## src/can_gcs_pkg.sv

```systemverilog
// Constants, register map and carrier types of the CAN global control and status block.
// Assumes an 8-bit special function register port driven by the host CPU core.

package can_gcs_pkg;

  // ----------------------------------------------------------------
  // Register addresses and reset values
  // ----------------------------------------------------------------
  localparam logic [7:0] GIT_ADDR = 8'h9B;
  localparam logic [7:0] GSTA_ADDR = 8'hAA;
  localparam logic [7:0] GCON_ADDR = 8'hAB;
  localparam logic [7:0] GIT_RESET = 8'h00;
  localparam logic [7:0] GSTA_RESET = 8'h00;
  localparam logic [7:0] GCON_RESET = 8'h00;
  localparam logic [7:0] UNMAPPED_READ = 8'h00;

  // ----------------------------------------------------------------
  // General control bit positions
  // ----------------------------------------------------------------
  localparam int unsigned GCON_ABORT = 7;
  localparam int unsigned GCON_OVERLOAD = 6;
  localparam int unsigned GCON_TTC = 5;
  localparam int unsigned GCON_SYNC = 4;
  localparam int unsigned GCON_LISTEN = 3;
  localparam int unsigned GCON_TEST = 2;
  localparam int unsigned GCON_ENABLE = 1;
  localparam int unsigned GCON_SRESET = 0;

  // ----------------------------------------------------------------
  // General status bit positions
  // ----------------------------------------------------------------
  localparam int unsigned GSTA_OVERLOAD = 6;
  localparam int unsigned GSTA_TX_BUSY = 4;
  localparam int unsigned GSTA_RX_BUSY = 3;
  localparam int unsigned GSTA_ENABLED = 2;
  localparam int unsigned GSTA_BUS_OFF = 1;
  localparam int unsigned GSTA_ERR_PASSIVE = 0;

  // ----------------------------------------------------------------
  // General interrupt bit positions; bits 5..0 are sticky flags
  // ----------------------------------------------------------------
  localparam int unsigned GIT_GLOBAL = 7;
  localparam int unsigned GIT_FLAG_COUNT = 6;

  // ----------------------------------------------------------------
  // Timing
  // ----------------------------------------------------------------
  localparam logic [1:0] ENABLE_START_CYCLES = 2'h2;

  // Levels reported by the protocol engine
  typedef struct packed {
    logic frame_active;
    logic tx_frame;
    logic ack_tx;
    logic ifs_tx_pending;
    logic rx_frame;
    logic overload_tx;
    logic bus_off;
    logic error_passive;
  } engine_status_s;

  // One-cycle events from the protocol engine and CAN timer; low six bits in flag order
  typedef struct packed {
    logic sof;
    logic eof_last_bit;
    logic overload_start;
    logic timer_overrun;
    logic buffer_full;
    logic stuff_err;
    logic crc_err;
    logic form_err;
    logic ack_err;
  } engine_event_s;

  // Controls handed to the protocol engine, clock gate and message objects
  typedef struct packed {
    logic time_triggered_mode;
    logic timer_capture;
    logic listen_mode;
    logic test_mode;
    logic clock_enable;
    logic protocol_run;
    logic tx_recessive_hold;
    logic rx_enable;
    logic abort_request;
    logic object_enable_clear;
    logic overload_request;
  } core_ctrl_s;

endpackage

```

## src/enable_sequencer.sv

```systemverilog
// Enable and standby sequencing of the CAN protocol engine.
// Assumes frame_active is high from start of frame until the end of interframe handling.
`timescale 1ns/1ns
`default_nettype none

module enable_sequencer (
  input wire logic clk,
  input wire logic sys_rst,
  input wire logic soft_rst,
  input wire logic enable_req,
  input wire logic frame_active,
  output logic running,
  output logic clock_on
);

  typedef enum logic [1:0] {
    SEQ_OFF = 2'b00,
    SEQ_START = 2'b01,
    SEQ_RUN = 2'b10,
    SEQ_STOP = 2'b11
  } seq_state_e;

  seq_state_e state_q, state_d;
  logic [1:0] cnt_q, cnt_d;
  logic running_q, running_d;
  logic clock_on_q, clock_on_d;

  always_comb begin
    state_d = state_q;
    cnt_d = cnt_q;
    case (state_q)
      SEQ_OFF: begin
        cnt_d = 2'h0;
        if (enable_req) begin
          state_d = SEQ_START;
        end
      end
      SEQ_START: begin
        if (!enable_req) begin
          state_d = SEQ_OFF;
        end else if (cnt_q == can_gcs_pkg::ENABLE_START_CYCLES - 2'h1) begin
          state_d = SEQ_RUN;
        end else begin
          cnt_d = cnt_q + 2'h1;
        end
      end
      SEQ_RUN: begin
        if (!enable_req) begin
          state_d = frame_active ? SEQ_STOP : SEQ_OFF;
        end
      end
      SEQ_STOP: begin
        if (enable_req) begin
          state_d = SEQ_RUN;
        end else if (!frame_active) begin
          state_d = SEQ_OFF;
        end
      end
      default: state_d = SEQ_OFF;
    endcase
    if (soft_rst) begin
      state_d = SEQ_OFF;
      cnt_d = 2'h0;
    end
    running_d = (state_d == SEQ_RUN) || (state_d == SEQ_STOP);
    clock_on_d = (state_d != SEQ_OFF);
  end

  always_ff @(posedge clk or posedge sys_rst) begin
    if (sys_rst) begin
      state_q <= SEQ_OFF;
      cnt_q <= 2'h0;
      running_q <= 1'b0;
      clock_on_q <= 1'b0;
    end else begin
      state_q <= state_d;
      cnt_q <= cnt_d;
      running_q <= running_d;
      clock_on_q <= clock_on_d;
    end
  end

  assign running = running_q;
  assign clock_on = clock_on_q;

endmodule // enable_sequencer

`default_nettype wire

```

## src/sticky_flags.sv

```systemverilog
// Bank of sticky event flags, set by hardware and cleared by software.
// Assumes set and clear masks are one-cycle strobes.
`timescale 1ns/1ns
`default_nettype none

module sticky_flags #(
  parameter int unsigned WIDTH = 6
) (
  input wire logic clk,
  input wire logic sys_rst,
  input wire logic soft_rst,
  input wire logic [WIDTH-1:0] set_mask,
  input wire logic [WIDTH-1:0] clr_mask,
  output logic [WIDTH-1:0] flags
);

  logic [WIDTH-1:0] flag_q, flag_d;

  // A set in the clearing cycle wins, so no event is lost
  for (genvar i = 0; i < WIDTH; i++) begin : g_flag
    always_comb begin
      flag_d[i] = set_mask[i] | (flag_q[i] & ~clr_mask[i] & ~soft_rst);
    end
  end

  always_ff @(posedge clk or posedge sys_rst) begin
    if (sys_rst) begin
      flag_q <= '0;
    end else begin
      flag_q <= flag_d;
    end
  end

  assign flags = flag_q;

endmodule // sticky_flags

`default_nettype wire

```

## src/can_global_control_status.sv

```systemverilog
// Global control, status and general interrupt registers of the CAN controller.
// Assumes an 8-bit SFR port: one-cycle sfr_wr/sfr_rd strobes, read data valid the cycle after.
`timescale 1ns/1ns
`default_nettype none

module can_global_control_status (
  input wire logic clk,
  input wire logic sys_rst,
  input wire logic [7:0] sfr_addr,
  input wire logic sfr_wr,
  input wire logic sfr_rd,
  input wire logic [7:0] sfr_wdata,
  output logic [7:0] sfr_rdata,
  input wire can_gcs_pkg::engine_status_s eng_status,
  input wire can_gcs_pkg::engine_event_s eng_event,
  input wire logic irq_any,
  output can_gcs_pkg::core_ctrl_s core_ctrl,
  output logic controller_reset
);

  // ----------------------------------------------------------------
  // Address decode
  // ----------------------------------------------------------------
  logic wr_gcon, wr_git;

  always_comb begin
    wr_gcon = sfr_wr && (sfr_addr == can_gcs_pkg::GCON_ADDR);
    wr_git = sfr_wr && (sfr_addr == can_gcs_pkg::GIT_ADDR);
  end

  // ----------------------------------------------------------------
  // Software reset
  // ----------------------------------------------------------------
  // Held for exactly one cycle; every register below except the read data register treats it like the
  // hardware reset, except that an interrupt flag set in that cycle still sticks, and the bit itself reads back zero afterwards.
  logic sreset_q, sreset_d;

  always_comb begin
    sreset_d = wr_gcon && sfr_wdata[can_gcs_pkg::GCON_SRESET] && !sreset_q;
  end

  always_ff @(posedge clk or posedge sys_rst) begin
    if (sys_rst) begin
      sreset_q <= 1'b0;
    end else begin
      sreset_q <= sreset_d;
    end
  end

  // ----------------------------------------------------------------
  // General control register
  // ----------------------------------------------------------------
  logic [7:0] gcon_q, gcon_d;
  logic abort_pulse_q, abort_pulse_d;

  always_comb begin
    gcon_d = gcon_q;
    abort_pulse_d = 1'b0;
    if (wr_gcon) begin
      gcon_d = sfr_wdata;
      gcon_d[can_gcs_pkg::GCON_SRESET] = 1'b0;
      abort_pulse_d = sfr_wdata[can_gcs_pkg::GCON_ABORT]
                      && !gcon_q[can_gcs_pkg::GCON_ABORT];
    end
    // Hardware clear of the overload request beats a simultaneous write
    if (gcon_q[can_gcs_pkg::GCON_OVERLOAD] && eng_event.overload_start) begin
      gcon_d[can_gcs_pkg::GCON_OVERLOAD] = 1'b0;
    end
    if (sreset_q) begin
      gcon_d = can_gcs_pkg::GCON_RESET;
      abort_pulse_d = 1'b0;
    end
  end

  always_ff @(posedge clk or posedge sys_rst) begin
    if (sys_rst) begin
      gcon_q <= can_gcs_pkg::GCON_RESET;
      abort_pulse_q <= 1'b0;
    end else begin
      gcon_q <= gcon_d;
      abort_pulse_q <= abort_pulse_d;
    end
  end

  // ----------------------------------------------------------------
  // Enable sequencing
  // ----------------------------------------------------------------
  logic running, clock_on;

  enable_sequencer u_seq (
    .clk(clk),
    .sys_rst(sys_rst),
    .soft_rst(sreset_q),
    .enable_req(gcon_q[can_gcs_pkg::GCON_ENABLE]),
    .frame_active(eng_status.frame_active),
    .running(running),
    .clock_on(clock_on)
  );

  // ----------------------------------------------------------------
  // Controls to the engine
  // ----------------------------------------------------------------
  can_gcs_pkg::core_ctrl_s ctrl_q, ctrl_d;
  logic ttc_on, sync_eof;

  always_comb begin
    ttc_on = gcon_q[can_gcs_pkg::GCON_TTC];
    sync_eof = gcon_q[can_gcs_pkg::GCON_SYNC];
    ctrl_d = '0;
    ctrl_d.time_triggered_mode = ttc_on;
    // Capture instant only matters in time-triggered mode
    ctrl_d.timer_capture = ttc_on && (sync_eof ? eng_event.eof_last_bit
                                               : eng_event.sof);
    ctrl_d.listen_mode = gcon_q[can_gcs_pkg::GCON_LISTEN];
    // Passed through unchanged; its effect lives in the engine
    ctrl_d.test_mode = gcon_q[can_gcs_pkg::GCON_TEST];
    ctrl_d.clock_enable = clock_on;
    ctrl_d.protocol_run = running;
    ctrl_d.tx_recessive_hold = !running;
    ctrl_d.rx_enable = running;
    ctrl_d.abort_request = gcon_q[can_gcs_pkg::GCON_ABORT];
    ctrl_d.object_enable_clear = abort_pulse_q;
    ctrl_d.overload_request = gcon_q[can_gcs_pkg::GCON_OVERLOAD];
    if (sreset_q) begin
      ctrl_d = '0;
      ctrl_d.tx_recessive_hold = 1'b1;
    end
  end

  always_ff @(posedge clk or posedge sys_rst) begin
    if (sys_rst) begin
      ctrl_q <= '0;
      ctrl_q.tx_recessive_hold <= 1'b1;
    end else begin
      ctrl_q <= ctrl_d;
    end
  end

  // ----------------------------------------------------------------
  // General status register
  // ----------------------------------------------------------------
  logic [7:0] gsta_q, gsta_d;

  // No write path exists, so software cannot touch these bits
  always_comb begin
    gsta_d = can_gcs_pkg::GSTA_RESET;
    gsta_d[can_gcs_pkg::GSTA_OVERLOAD] = eng_status.overload_tx;
    gsta_d[can_gcs_pkg::GSTA_TX_BUSY] = eng_status.tx_frame || eng_status.ack_tx
                                         || eng_status.ifs_tx_pending;
    gsta_d[can_gcs_pkg::GSTA_RX_BUSY] = eng_status.rx_frame;
    gsta_d[can_gcs_pkg::GSTA_ENABLED] = running;
    gsta_d[can_gcs_pkg::GSTA_BUS_OFF] = eng_status.bus_off;
    gsta_d[can_gcs_pkg::GSTA_ERR_PASSIVE] = eng_status.error_passive;
    if (sreset_q) begin
      gsta_d = can_gcs_pkg::GSTA_RESET;
    end
  end

  always_ff @(posedge clk or posedge sys_rst) begin
    if (sys_rst) begin
      gsta_q <= can_gcs_pkg::GSTA_RESET;
    end else begin
      gsta_q <= gsta_d;
    end
  end

  // ----------------------------------------------------------------
  // General interrupt register
  // ----------------------------------------------------------------
  localparam int unsigned NF = can_gcs_pkg::GIT_FLAG_COUNT;
  logic [NF-1:0] git_flags, git_set, git_clr;
  logic global_q, global_d;

  always_comb begin
    git_set = eng_event[NF-1:0];
    // Writing zero to a flag clears it; writing one leaves it alone
    git_clr = wr_git ? ~sfr_wdata[NF-1:0] : '0;
    global_d = irq_any && !sreset_q;
  end

  sticky_flags #(
    .WIDTH(NF)
  ) u_git (
    .clk(clk),
    .sys_rst(sys_rst),
    .soft_rst(sreset_q),
    .set_mask(git_set),
    .clr_mask(git_clr),
    .flags(git_flags)
  );

  always_ff @(posedge clk or posedge sys_rst) begin
    if (sys_rst) begin
      global_q <= 1'b0;
    end else begin
      global_q <= global_d;
    end
  end

  // ----------------------------------------------------------------
  // Read path
  // ----------------------------------------------------------------
  // Always open, whatever the enable state
  logic [7:0] rdata_q, rdata_d;

  always_comb begin
    rdata_d = rdata_q;
    if (sfr_rd) begin
      case (sfr_addr)
        can_gcs_pkg::GCON_ADDR: rdata_d = gcon_q;
        can_gcs_pkg::GSTA_ADDR: rdata_d = gsta_q;
        can_gcs_pkg::GIT_ADDR: rdata_d = {global_q, 1'b0, git_flags};
        default: rdata_d = can_gcs_pkg::UNMAPPED_READ;
      endcase
    end
  end

  always_ff @(posedge clk or posedge sys_rst) begin
    if (sys_rst) begin
      rdata_q <= can_gcs_pkg::UNMAPPED_READ;
    end else begin
      rdata_q <= rdata_d;
    end
  end

  assign sfr_rdata = rdata_q;
  assign core_ctrl = ctrl_q;
  assign controller_reset = sreset_q;

endmodule // can_global_control_status

`default_nettype wire

```

## config.mk

```make
export PLATFORM = sky130hd
export DESIGN_NAME = can_global_control_status
export DESIGN_NICKNAME = d
export VERILOG_FILES = /design/src/can_gcs_pkg.sv /design/src/enable_sequencer.sv /design/src/sticky_flags.sv /design/src/can_global_control_status.sv
export SDC_FILE = /design/constraint.sdc
export NUM_CORES = 1
export LEC_CHECK = 0
export ABC_AREA = 1
export BUFFER_PORTS_ARGS = -buffer_cell sky130_fd_sc_hd__clkbuf_2
export CORE_MARGIN = 4
export CORE_UTILIZATION = 40
export CTS_BUF_LIST = sky130_fd_sc_hd__clkbuf_4
export CTS_CLUSTER_DIAMETER = 30
export DETAILED_ROUTE_END_ITERATION = 16
export GPL_TIMING_DRIVEN = 0
export SYNTH_ARGS = -nofsm -noshare
export SYNTH_HDL_FRONTEND = slang
export SYNTH_SLANG_ARGS = --single-unit
```

## constraint.sdc

```tcl
create_clock -name clk -period 3.4 [get_ports clk]
set_input_delay 0.34 -clock clk [delete_from_list [all_inputs] [get_ports clk]]
set_output_delay 0.34 -clock clk [all_outputs]
set_load 0.02 [all_outputs]
```

==> impl_summary.log <==
[metrics] ys flop type: dfrtp_1
[metrics] clock network latency to the later pin of the worst-skew pair: 0.34 ns
[metrics] Post-synth EDFFs: 0
[metrics] share of the clock period used by the worst path after layout: 41.30%
[metrics] worst r2r src: u_seq.cnt_q[0]
[metrics] Fin. Hold Viols: 0
[metrics] Vias: 1638
[metrics] run status: finished clean
[metrics] commonest cells in the netlist: nand2_1 (51), dfrtp_1 (43), inv_1 (30)
[metrics] Peak VDD IR: 0.0001835 V
[metrics] Internal Dissipation: 682.6 uW
[metrics] combined global-route utilization of all metal layers: ~16%
[metrics] clock tree from TritonCTS: yes
[metrics] largest fanout of any net on the critical path: 3
[metrics] most frequent cell after synthesis: nand2_1
[metrics] top-level port count: 58
[metrics] startpoint of the tightest hold check path: eng_status[0]
[metrics] Setup Skew: 0.01119 ns
[metrics] via count of the first global-routing pass: approximately 1.6k
[metrics] final total negative setup slack: 0 ns
[metrics] Finish-stage setup viols: 0
[metrics] Avg Cell Area, Syn: 8.843 um2
[metrics] global-route wire length before repair: 7.590 mm
[metrics] DR iter-0 viols: 46
[metrics] area fraction of the dominant cell type after synthesis: between 50% and 60%
[metrics] starting density of the core: 41.47%
[metrics] layout cells sized above 1: 29.76%
[metrics] number of antenna violations at the first check in global routing: 0
[metrics] total CTS buffers: 5
[metrics] number of sinks handled by clock tree synthesis: 44
[metrics] standard-cell rows: 25
[metrics] Post-route DRC: 0
[metrics] Core Footprint: 4755 um2
[metrics] post-detailed-placement half-perimeter wirelength: 3.414 mm
[metrics] Tightest Hold Check Type: in -> reg
[metrics] timing-limited maximum frequency: ~710 MHz
[metrics] CP required: 3.06 ns
[metrics] number of distinct library cells after synthesis: 25
[metrics] ranking of synthesized cells by area: dfrtp_1 (55%), nand2_1 (9.7%), nand3_1 (6.6%), inv_1 (5.7%), nor2_1 (4.8%)
[metrics] capturing element type of the critical path: output pin
[metrics] clock-pin transition on the worst setup and hold timing paths: 0.11 ns
[metrics] Worst EP arrival: roughly 1.1 ns
[metrics] remaining max-slew budget at the tightest pin: about three quarters
[metrics] slew at the pin closest to its max-slew limit: 0.3816 ns
[metrics] Yosys warning count: 0
[metrics] die boundary height: 78.21 um
[metrics] number of standard cells after synthesis: 223
[metrics] Synth area leader: dfrtp_1
[metrics] Reg2Reg Capture Point: u_seq.cnt_q[0]
[metrics] register bit total from synthesis: 44
[metrics] static power due to leakage: 0.001386 uW
[metrics] die boundary width: 78.21 um
[metrics] Longest Clk Path Bufs: 2
[metrics] area added between synthesis and finish: 22.91%
[metrics] final RePlAce weighted congestion: 0.8082
[metrics] number of H-tree branching levels: 2
[metrics] post-placement worst setup slack: 2.055 ns
[metrics] RSZ-0062 raised after global routing: no
[metrics] wire length reported by the detailed router: around 4.4 mm
[metrics] sw power: 227.6 uW
[metrics] startpoint type of the worst setup path: flip-flop
[metrics] Clock Tree Root: clkbuf_4
[metrics] Worst Hold Endpoint: gsta_q[0]
[metrics] part of the total power dissipated in the clock network: 27.7%
[metrics] Resize count post-CTS: 0
[metrics] Hold Path Stages: 3
[metrics] TritonRoute pass-1 iters: 4
[metrics] buffer count from post-CTS setup fixing: 0
[metrics] part of the total power dissipated in sequential elements: a little over 60%
[metrics] Worst R2R Setup Slack: 2.15 ns
[metrics] global route total overflow: 0
[metrics] kind of critical path: reg -> out
[metrics] worst reg-to-reg path cell count: 6
[metrics] number of violations of the max-capacitance limit: 0
[metrics] wire length per cell after detailed routing: 12.27 um
[metrics] n_diodes: 0
[metrics] nets in the synthesized netlist: ~260
[metrics] worst setup slack after layout: roughly 2.0 ns
[metrics] remaining number of nets flagged by the antenna check after routing: 0
[metrics] portion of total power attributed to combinational logic: a little under an eighth
[metrics] async set-reset flop share out of synthesis: 100.0%
[metrics] vias per inst: 4.601
[metrics] number of buffer cells added on primary ports: 56
[metrics] nets: approximately 330
[metrics] Final Max Slew Viols: 0
[metrics] switching share of power: 25.00%
[metrics] maximum number of pins on one net before global-route repair: 36
[metrics] fraction of the yosys area taken by sequential cells: a little under three fifths
[metrics] crit path time final: 1.404 ns
[metrics] Cell Area, Synth: 1972 um2
[metrics] DIE AREA: 6117 um2
[metrics] pwr dens: roughly 380 nW/um2
[state kept, by name, summed over array words and instances (netlist names)]
register,flops
abort_pulse_q,1
controller_reset,1
core_ctrl,9
gcon_q,7
global_q,1
gsta_q,6
sfr_rdata,8
u_git.flags,6
u_seq.clock_on,1
u_seq.cnt_q,2
u_seq.running,1
u_seq.state_q,1
[area by class of cell]
class                           instances  area [um2]
Tap cell                               67       83.83
Multi-Input combinational cell        139       679.4
Buffer                                  8       68.82
Timing Repair Buffer                   58       310.3
Sequential cell                        44        1102
Clock inverter                          1       5.005
Fill cell                             481        2331
Clock buffer                            7       52.55
Inverter                               32       121.4
[how the worst max path moves through the flow]
stage	startpoint	end	slack, ns	cells after the start
2_1_floorplan	sys_rst	abort_pulse_q	2.03	1
3_3_place_gp	sys_rst	gsta_q[0]	1.42	2
3_5_place_dp	sfr_addr[6]	u_git.flags[3]	2.06	7
4_1_cts	gsta_q[2]	core_ctrl[5]	1.98	2
5_1_grt	gsta_q[2]	core_ctrl[3]	1.93	2
6_report	gsta_q[2]	core_ctrl[5]	2.00	2
[kinds of logic (layout without fill, tap and decap cells)]
logic type | after synthesis | count (layout) | synth area share [%]
and+or+nand+nor | 115 | 115 | 26.65
adders and majority gates | 1 | 1 | 0.6344
AOI/OAI and AO/OA | 23 | 23 | 7.170
buffers and inverters | 40 | 106 | 9.644
DFF | 44 | 44 | 55.90
[metrics by stage]
stage | std cells | cell area (um2) | total power [uW] | hold WS, ns | utilization, %
5_1_grt | 356 | 2424 | 961.9 | 0.1565 | 50.97
3_5_place_dp | 347 | 2356 | 668.7 | 0.2706 | 49.55
2_1_floorplan | 223 | 1972 | 620.5 | 0.4098 | -
6_report | 356 | 2424 | 910.2 | 0.1720 | 50.97
4_1_cts | 356 | 2424 | 924.4 | 0.1592 | 50.97
3_3_place_gp | 346 | 2336 | 663.8 | 0.4220 | 49.13
[metal layers]
| metal | routed length (um) | global-route usage, % |
|---|---|---|
| met1 | 2064 | 21.05 |
| met2 | 1990 | 25.51 |
| met3 | 270 | 4.358 |
| met4 | 44 | 4.196 |
| met5 | 0 | 0 |
[power groups by stage]
| stage | Clock, uW | Combinational, uW | Sequential [uW] |
|---|---|---|---|
| floorplan | 0 | 51.0 | 570 |
| global placement | 0 | 101 | 563 |
| detailed placement | 0 | 105 | 564 |
| CTS | 264 | 106 | 554 |
| global route | 288 | 118 | 556 |
| finish | 252 | 104 | 554 |
[cells in the final DEF (no fill, tap or decap)]
master / Yosys / final
a21o_1: 1 / 1
buf_12: 0 / 1
buf_2: 1 / 1
buf_4: 4 / 4
buf_6: 3 / 3
clkbuf_2: 0 / 56
clkbuf_4: 0 / 7
clkinv_2: 1 / 2
dfrtp_1: 43 / 43
dfstp_2: 1 / 1
dlygate4sd3_1: 0 / 1
ha_1: 1 / 1
inv_1: 30 / 29
inv_2: 1 / 2
nand2_1: 51 / 51
nand2_2: 4 / 4
nand3_1: 26 / 26
nand3_4: 1 / 1
nor2_1: 25 / 25
nor2_4: 4 / 4
nor3_1: 3 / 3
nor3b_1: 1 / 1
o211ai_1: 1 / 1
o21a_1: 1 / 1
o21ai_0: 9 / 9
o21ai_1: 3 / 3
o21bai_1: 6 / 6
o22ai_1: 1 / 1
o31ai_1: 1 / 1
[what timing repair did]
action | in CTS | in global routing
setup endpoints to repair | 0 | 0
hold endpoints to repair | 9 | 0
hold buffers | 1 | 0
[worst max-delay path: stages (launching register included)]
cell and delay (ns):
dfrtp_1 0.44, buf_4 0.15, clkbuf_2 0.14
Note: power is estimated with default switching activity, not from simulation.
